--- src/verilog/gpp_regs.vh ---
// What this block does
// - Writing the output latch changes driven value of general-purpose output pins one clock edge after the latch takes the write.
// - Reading the output latch returns the last written value, not the pin.
// - Output latch is untouched by reset; unknown at power-up until written.
// - In general-purpose output mode latch bit 0 drives low, 1 drives high.
// - Pull-up on only when enable is 1 and output buffer is off, general-purpose mode.
// - Alternate function assignment always forces the pull-up off.
// - Reset clears every pull-up enable bit.
// - Slew bit 1 is fast, 0 slow, in both pin modes.
// - Reset clears every slew bit, giving slow slew on all pins.
// - Function choice bit does nothing unless alternate function enable is set.
// - Choice 0 routes pin to first alternate function, 1 to second.
// - Multiplexer follows fixed per-pin map; reserved second functions connect to nothing.
// - With latch bit clear, direction out drives low, direction in floats.
// - Enable 0 gives pin to general-purpose logic; 1 lets chosen peripheral drive.
// - Direction 0 disables output buffer, 1 enables it, general-purpose mode.
// - Read-only pin level register shows every pin state, outputs included.
`ifndef GPP_REGS_VH
`define GPP_REGS_VH
`define GPP_ADDR_W 5
`define GPP_OFF_ALT_EN 5'h00
`define GPP_OFF_DIR 5'h04
`define GPP_OFF_LEVEL 5'h08
`define GPP_OFF_LATCH 5'h0c
`define GPP_OFF_PULLUP 5'h10
`define GPP_OFF_SLEW 5'h14
`define GPP_OFF_CHOICE 5'h18
`define GPP_RST_BYTE 8'h00
`define GPP_RDATA_PAD 24'h000000
`define GPP_RDATA_ZERO 32'h00000000
`define GPP_DEF_SECOND_MAP 8'hff
`endif

--- src/verilog/gpp_pin_mux.v ---
`timescale 1ns/1ps
`include "gpp_regs.vh"
module gpp_pin_mux #(
  parameter WIDTH = 8,
  parameter [7:0] SECOND_PRESENT = `GPP_DEF_SECOND_MAP
) (
  // Register state.
  input wire [WIDTH-1:0] alt_en,
  input wire [WIDTH-1:0] dir,
  input wire [WIDTH-1:0] latch,
  input wire [WIDTH-1:0] pu_en,
  input wire [WIDTH-1:0] choice,
  // First and second peripheral drives.
  input wire [WIDTH-1:0] alt1_out,
  input wire [WIDTH-1:0] alt1_oe,
  input wire [WIDTH-1:0] alt2_out,
  input wire [WIDTH-1:0] alt2_oe,
  // Resolved pad controls.
  output wire [WIDTH-1:0] pad_out,
  output wire [WIDTH-1:0] pad_oe,
  output wire [WIDTH-1:0] pad_pu
);
  genvar i;
  // One slice per pin; a reserved second function yields no drive at all.
  generate
    for (i = 0; i < WIDTH; i = i + 1) begin : g_pin
      wire sec_ok;
      wire a_out;
      wire a_oe;
      assign sec_ok = SECOND_PRESENT[i];
      assign a_out = choice[i] ? (sec_ok & alt2_out[i]) : alt1_out[i];
      assign a_oe = choice[i] ? (sec_ok & alt2_oe[i]) : alt1_oe[i];
      // Choice only matters once the pin belongs to a peripheral.
      assign pad_out[i] = alt_en[i] ? a_out : latch[i];
      assign pad_oe[i] = alt_en[i] ? a_oe : dir[i];
      assign pad_pu[i] = ~alt_en[i] & pu_en[i] & ~dir[i];
    end
  endgenerate
endmodule

--- src/verilog/gpp_port.v ---
// The register addresses and the APB interface to the registers are this design's own decisions.
`timescale 1ns/1ps
`include "gpp_regs.vh"
module gpp_port #(
  parameter WIDTH = 8,
  parameter [7:0] SECOND_PRESENT = `GPP_DEF_SECOND_MAP
) (
  // Clock and reset.
  input wire pclk,
  input wire presetn,
  // APB slave.
  input wire psel,
  input wire penable,
  input wire pwrite,
  input wire [31:0] paddr,
  input wire [31:0] pwdata,
  input wire [3:0] pstrb,
  output reg [31:0] prdata,
  output reg pready,
  output reg pslverr,
  // Peripheral side.
  input wire [WIDTH-1:0] alt1_out,
  input wire [WIDTH-1:0] alt1_oe,
  input wire [WIDTH-1:0] alt2_out,
  input wire [WIDTH-1:0] alt2_oe,
  output reg [WIDTH-1:0] pin_level_to_periph,
  // Pads.
  input wire [WIDTH-1:0] pad_in,
  output reg [WIDTH-1:0] pad_out,
  output reg [WIDTH-1:0] pad_oe,
  output reg [WIDTH-1:0] pad_pullup,
  output reg [WIDTH-1:0] pad_fast_slew
);
  localparam ST_IDLE = 2'b01;
  localparam ST_ACC = 2'b10;

  reg [1:0] state_q;
  reg [WIDTH-1:0] alt_function_enable_q;
  reg [WIDTH-1:0] pin_direction_bits_q;
  reg [WIDTH-1:0] port_output_latch_q;
  reg [WIDTH-1:0] port_pullup_enable_q;
  reg [WIDTH-1:0] port_slew_select_q;
  reg [WIDTH-1:0] port_alt_function_choice_q;
  reg [WIDTH-1:0] sync1_q;
  reg [WIDTH-1:0] pin_level_sample_q;
  reg [7:0] rbyte;
  reg hit;
  wire [WIDTH-1:0] mux_out;
  wire [WIDTH-1:0] mux_oe;
  wire [WIDTH-1:0] mux_pu;
  wire [`GPP_ADDR_W-1:0] addr;
  wire wr_take;
  wire lane0;

  assign addr = paddr[`GPP_ADDR_W-1:0];
  assign lane0 = pstrb[0];
  // Accesses complete in the second cycle of the access phase, pready then high.
  assign wr_take = psel & penable & pready & pwrite;

  // Address decode and read mux; the latch reads back its stored value.
  always @* begin
    rbyte = `GPP_RST_BYTE;
    hit = 1'b1;
    case (addr)
      `GPP_OFF_ALT_EN: rbyte = alt_function_enable_q;
      `GPP_OFF_DIR: rbyte = pin_direction_bits_q;
      `GPP_OFF_LEVEL: rbyte = pin_level_sample_q;
      `GPP_OFF_LATCH: rbyte = port_output_latch_q;
      `GPP_OFF_PULLUP: rbyte = port_pullup_enable_q;
      `GPP_OFF_SLEW: rbyte = port_slew_select_q;
      `GPP_OFF_CHOICE: rbyte = port_alt_function_choice_q;
      default: hit = 1'b0;
    endcase
    if (paddr[31:`GPP_ADDR_W] != 27'h0000000) begin
      hit = 1'b0;
    end
  end

  // Handshake: one wait state, then pready with data or error.
  always @(posedge pclk or negedge presetn) begin
    if (!presetn) begin
      state_q <= ST_IDLE;
      pready <= 1'b0;
      pslverr <= 1'b0;
      prdata <= `GPP_RDATA_ZERO;
    end else begin
      case (state_q)
        ST_IDLE: begin
          pready <= 1'b0;
          pslverr <= 1'b0;
          if (psel & penable) begin
            state_q <= ST_ACC;
            pready <= 1'b1;
            pslverr <= ~hit | (pwrite & (addr == `GPP_OFF_LEVEL));
            prdata <= (hit & ~pwrite) ? {`GPP_RDATA_PAD, rbyte} : `GPP_RDATA_ZERO;
          end
        end
        ST_ACC: begin
          state_q <= ST_IDLE;
          pready <= 1'b0;
          pslverr <= 1'b0;
        end
        default: begin
          state_q <= ST_IDLE;
          pready <= 1'b0;
          pslverr <= 1'b0;
        end
      endcase
    end
  end

  // Control registers that reset clears; the pins come up as plain inputs.
  always @(posedge pclk or negedge presetn) begin
    if (!presetn) begin
      alt_function_enable_q <= `GPP_RST_BYTE;
      pin_direction_bits_q <= `GPP_RST_BYTE;
      port_pullup_enable_q <= `GPP_RST_BYTE;
      port_slew_select_q <= `GPP_RST_BYTE;
      port_alt_function_choice_q <= `GPP_RST_BYTE;
    end else if (wr_take & hit & lane0) begin
      case (addr)
        `GPP_OFF_ALT_EN: alt_function_enable_q <= pwdata[WIDTH-1:0];
        `GPP_OFF_DIR: pin_direction_bits_q <= pwdata[WIDTH-1:0];
        `GPP_OFF_PULLUP: port_pullup_enable_q <= pwdata[WIDTH-1:0];
        `GPP_OFF_SLEW: port_slew_select_q <= pwdata[WIDTH-1:0];
        `GPP_OFF_CHOICE: port_alt_function_choice_q <= pwdata[WIDTH-1:0];
        default: alt_function_enable_q <= alt_function_enable_q;
      endcase
    end
  end

  // The latch has no reset on purpose, so its contents survive a reset pulse.
  always @(posedge pclk) begin
    if (wr_take & lane0 & (addr == `GPP_OFF_LATCH) & hit) begin
      port_output_latch_q <= pwdata[WIDTH-1:0];
    end
  end

  // Pad levels cross from outside through two flops before anything reads them.
  always @(posedge pclk or negedge presetn) begin
    if (!presetn) begin
      sync1_q <= `GPP_RST_BYTE;
      pin_level_sample_q <= `GPP_RST_BYTE;
      pin_level_to_periph <= `GPP_RST_BYTE;
    end else begin
      sync1_q <= pad_in;
      pin_level_sample_q <= sync1_q;
      pin_level_to_periph <= sync1_q;
    end
  end

  gpp_pin_mux #(
    .WIDTH(WIDTH),
    .SECOND_PRESENT(SECOND_PRESENT)
  ) u_mux (
    .alt_en(alt_function_enable_q),
    .dir(pin_direction_bits_q),
    .latch(port_output_latch_q),
    .pu_en(port_pullup_enable_q),
    .choice(port_alt_function_choice_q),
    .alt1_out(alt1_out),
    .alt1_oe(alt1_oe),
    .alt2_out(alt2_out),
    .alt2_oe(alt2_oe),
    .pad_out(mux_out),
    .pad_oe(mux_oe),
    .pad_pu(mux_pu)
  );

  // Registered pad drive: a latch write reaches the pin one edge later.
  // Before the first latch write pad_out may be unknown, as the latch is.
  always @(posedge pclk or negedge presetn) begin
    if (!presetn) begin
      pad_oe <= `GPP_RST_BYTE;
      pad_pullup <= `GPP_RST_BYTE;
      pad_fast_slew <= `GPP_RST_BYTE;
      pad_out <= `GPP_RST_BYTE;
    end else begin
      pad_oe <= mux_oe;
      pad_pullup <= mux_pu;
      pad_fast_slew <= port_slew_select_q;
      pad_out <= mux_out;
    end
  end
endmodule

--- config.mk ---
export PLATFORM = sky130hd
export DESIGN_NAME = gpp_port
export DESIGN_NICKNAME = d
export VERILOG_FILES = /design/src/verilog/gpp_pin_mux.v /design/src/verilog/gpp_port.v
export VERILOG_INCLUDE_DIRS = /design/src /design/src/verilog
export SDC_FILE = /design/constraint.sdc
export NUM_CORES = 1
export LEC_CHECK = 0
export BUFFER_PORTS_ARGS = -buffer_cell sky130_fd_sc_hd__buf_2
export CAP_MARGIN = 20
export CORE_MARGIN = 3
export CORE_UTILIZATION = 35
export DETAILED_ROUTE_END_ITERATION = 6
export SYNTH_ARGS = -nofsm -noshare
export SYNTH_HDL_FRONTEND = slang
export SYNTH_SLANG_ARGS = --single-unit
--- constraint.sdc ---
create_clock -name pclk -period 1.7 [get_ports pclk]
set_input_delay 0.34 -clock pclk [delete_from_list [all_inputs] [get_ports pclk]]
set_output_delay 0.34 -clock pclk [all_outputs]
set_load 0.005 [all_outputs]
==> impl_metrics.py <==
metrics = {
    "power_and_ir_drop": {
        "peakVddDrop_uv": 461,
        "cellPowerDensity_nw_per_um2": 819,
        "leakagePower_uw": 0.00318,
    },
    "detailed_routing": {
        "initialDrtViolationCount": 134,
        "drt_first_pass_iters": 4,
        "wire_per_inst_um": 17.1,
        "drc": 0,
        "ant_nets": 0,
        "num_vias": 3275,
        "drt_wl_total_mm": 11.8,
        "viasPerCell": 4.75,
    },
    "grt": {
        "antenna_found_initial": 0,
        "grtUsageTotal": 0.165,
        "grt_pass1_wl_mm": 18.6,
        "overflow": 0,
        "grt_pass1_vias": 3491,
        "grt_max_degree": 25,
    },
    "timing": {
        "finalSetupViolations": 43,
        "grt_setup_unrepaired": "true",
        "slew_violations": 0,
        "fin_crit_sh": 1.03,
        "hold_violations": 0,
        "max_freq_mhz": 569,
        "period_minus_slack_ns": 1.76,
        "fin_skew_ns": 0.00602,
        "setup_ws_ns": -0.0576,
    },
    "logic_synthesis": {
        "ys_seq_elements": 108,
        "syn_inst": 335,
        "synth_top_cell_area_share": 0.521,
        "synth_edf_count": 8,
        "async_reset_ff_frac": 0.926,
        "ys_seq_area_frac": 0.577,
        "syn_area_sq_um": 4750,
        "yosys.cell_types.count": 43,
        "ys.warnings.count": 0,
        "synth-main-ff-cell": "dfrtp_1",
        "syn_area_per_cell_sq_um": 14.2,
        "synth.area.top_cells": "dfrtp_1, mux2_4, mux2i_1, mux2_2, edfxtp_1",
        "yosys.area.top_type": "dfrtp_1",
    },
    "setup_path": {
        "path_cells": "and3_4, nand4_4, buf_6, nor4b_4, buf_6, mux2_4",
        "start_kind": "flop",
        "rr_endpoint": "port_slew_select_q[6]$_DFFE_PN0P_",
        "crit_type": "reg2reg",
        "startpoint": "pready$_DFF_PN0_",
        "arrival_ns": 1.99,
        "max_stage_delay_ns": 0.36,
        "path_buf_inv": 2,
        "r2r_start": "pready$_DFF_PN0_",
        "critical_path.max_fanout": 4,
        "cp_data_required_time_ns": 1.93,
        "setup.worst_path.end": "port_slew_select_q[6]$_DFFE_PN0P_",
        "cp-end-kind": "flop",
        "cp_common_cell": "buf_6",
        "slowest_stage": "dfrtp_1",
        "reg2reg_slack_ns": -0.06,
        "crit_cells": 6,
        "r2r_cells": 6,
        "crit_family": "simple AND/OR/NAND/NOR gates",
    },
    "outcome": {
        "status": "finished with violations",
        "violations": "negative setup slack",
    },
    "placement": {
        "place_hpwl_mm": 8.90,
        "place.gp.congestion": 0.827,
        "dp.cells": 670,
        "placed_cell_area_sq_um": 5870,
        "io_buffer_count": 135,
    },
    "cells_and_area": {
        "fin_cells": 690,
        "fin_nets": 627,
        "syn_to_final_growth_pct": 33.6,
        "final_area_sq_um": 6350,
        "layout-drive-gt1-share": 0.504,
        "num_antenna_cells": 0,
    },
    "clock_tree": {
        "cts-root-buf": "clkbuf_16",
        "h-tree-depth": 3,
        "cts_buffer_depth": 2,
        "cts_tree": "yes",
        "cts_sinks": 108,
        "clk_latency_ns": 0.35,
        "cts_buffers": 9,
        "clkTransAtPathRegs_ns": 0.07,
    },
    "floorplan": {
        "die-area_sq_um": 15000,
        "die_h_um": 123,
        "start_util": 0.368,
        "fp.coreArea_sq_um": 12900,
        "io_pins": 187,
        "row_count": 41,
        "dieWidth_um": 123,
    },
    "run": {
        "cap_violations": 0,
    },
    "min_path": {
        "hp-class": "in2reg",
    },
}
-- worst min path at each step --
stage,to,slack [ns],cells past startpoint,from
global placement,pad_oe[2]$_DFF_PN0_,0.27,1,presetn
detailed placement,sync1_q[3]$_DFF_PN0_,0.27,1,presetn
floorplan,alt_function_enable_q[0]$_DFFE_PN0P_,0.04,0,presetn
global route,sync1_q[7]$_DFF_PN0_,0.08,1,pad_in[7]
finish,sync1_q[7]$_DFF_PN0_,0.09,1,pad_in[7]
CTS,sync1_q[7]$_DFF_PN0_,0.08,1,pad_in[7]
-- logic make-up (layout without fill, tap and decap cells) --
group	count (synthesis)	after routing	share of synthesized area
flops	108	108	0.577
simple gates	71	71	0.117
compound gates	41	41	0.0545
mux	79	79	0.200
other cells	1	24	0.000789
buf+inv	35	195	0.0500
-- metrics by stage --
step	utilization	power (uW)	hold WS, ns	setup slack [ns]	setup TNS, ns
2_1_floorplan	-	2830	0.0444	-0.412	-15.79
3_3_place_gp	0.454	3040	0.273	-0.435	-20.81
3_5_place_dp	0.454	3050	0.271	-0.472	-22.64
4_1_cts	0.486	5260	0.0785	-0.0824	-1.57
5_1_grt	0.491	5390	0.0835	-0.122	-3.98
6_report	0.491	5200	0.0938	-0.0576	-1.24
-- cells in the final DEF (no fill, tap or decap), types with 2 or more instances in the layout --
master     netlist  final
mux2_2          23     15
o22ai_1          7      7
nand2b_1         2      2
nor4_2           4      2
nor4_4           2      6
nor4b_4          3      3
buf_6            2     16
nor2b_1          2      2
inv_1            4      4
clkbuf_16        0     10
conb_1           1     24
nand4_4          2      2
edfxtp_1         8      8
nor2_1          19     19
buf_4           24     28
o21ai_0          7      7
buf_2            1    128
nand2_1         10     10
mux2i_1         31     31
and2_1           8      8
buf_12           0      3
a21oi_1         17     17
a221oi_1         7      7
mux2_4          24     32
dfrtp_1         99     99
or4b_1           3      3
-- worst reg2reg max path, cell delays in order, from the launching register on --
cell and delay, ns:
dfrtp_1 0.36, and3_4 0.20, nand4_4 0.11, buf_6 0.16, nor4b_4 0.33, buf_6 0.19
mux2_4 0.30
-- cells in the mapped netlist, drive strengths merged, types with 2 or more instances --
cell,count
nand2,10
nor2,19
nor4b,4
or4b,4
mux2,47
nor3,3
and3,2
nor4,9
mux2i,31
nor2b,2
a221oi,7
edfxtp,8
inv,4
buf,28
o21ai,7
o22ai,7
nand2b,2
nand4,2
clkbuf,3
and2,8
a311oi,2
a21oi,17
dfrtp,99
-- area by class of cell --
type	instances	area, sq um
fillers	1167	6580
clock inverters	3	43.8
well taps	172	215
clock buffers	12	268
inverters	4	15.0
flip-flops and latches	108	2740
multi-input cells	215	1960
repair buffers	176	1100
-- layer usage --
layer,global-route usage,share of wire,wire (um),up-vias
li1,-,-,-,1531
met1,0.226,0.46,5420,1616
met2,0.256,0.46,5490,116
met3,0.0429,0.064,757,12
met4,0.0518,0.012,144,0
met5,0,0,0,-
-- timing repair --
action / CTS / global route
hold endpoints to repair: 19 / 0
setup buffers: 3 / 1
hold buffers: 1 / 0
pin swaps: 6 / 5
gates resized for setup: 13 / 14
setup endpoints to repair: 39 / 55
-- power breakdown --
group / leakage (uW) / internal, uW / switching (uW) / total [uW]
registers: 0.00141 / 2620 / 9.93 / 2630
clock network: 0.000154 / 1270 / 923 / 2190
logic: 0.00161 / 178 / 204 / 381
Note: power is estimated with default switching activity, not from simulation.
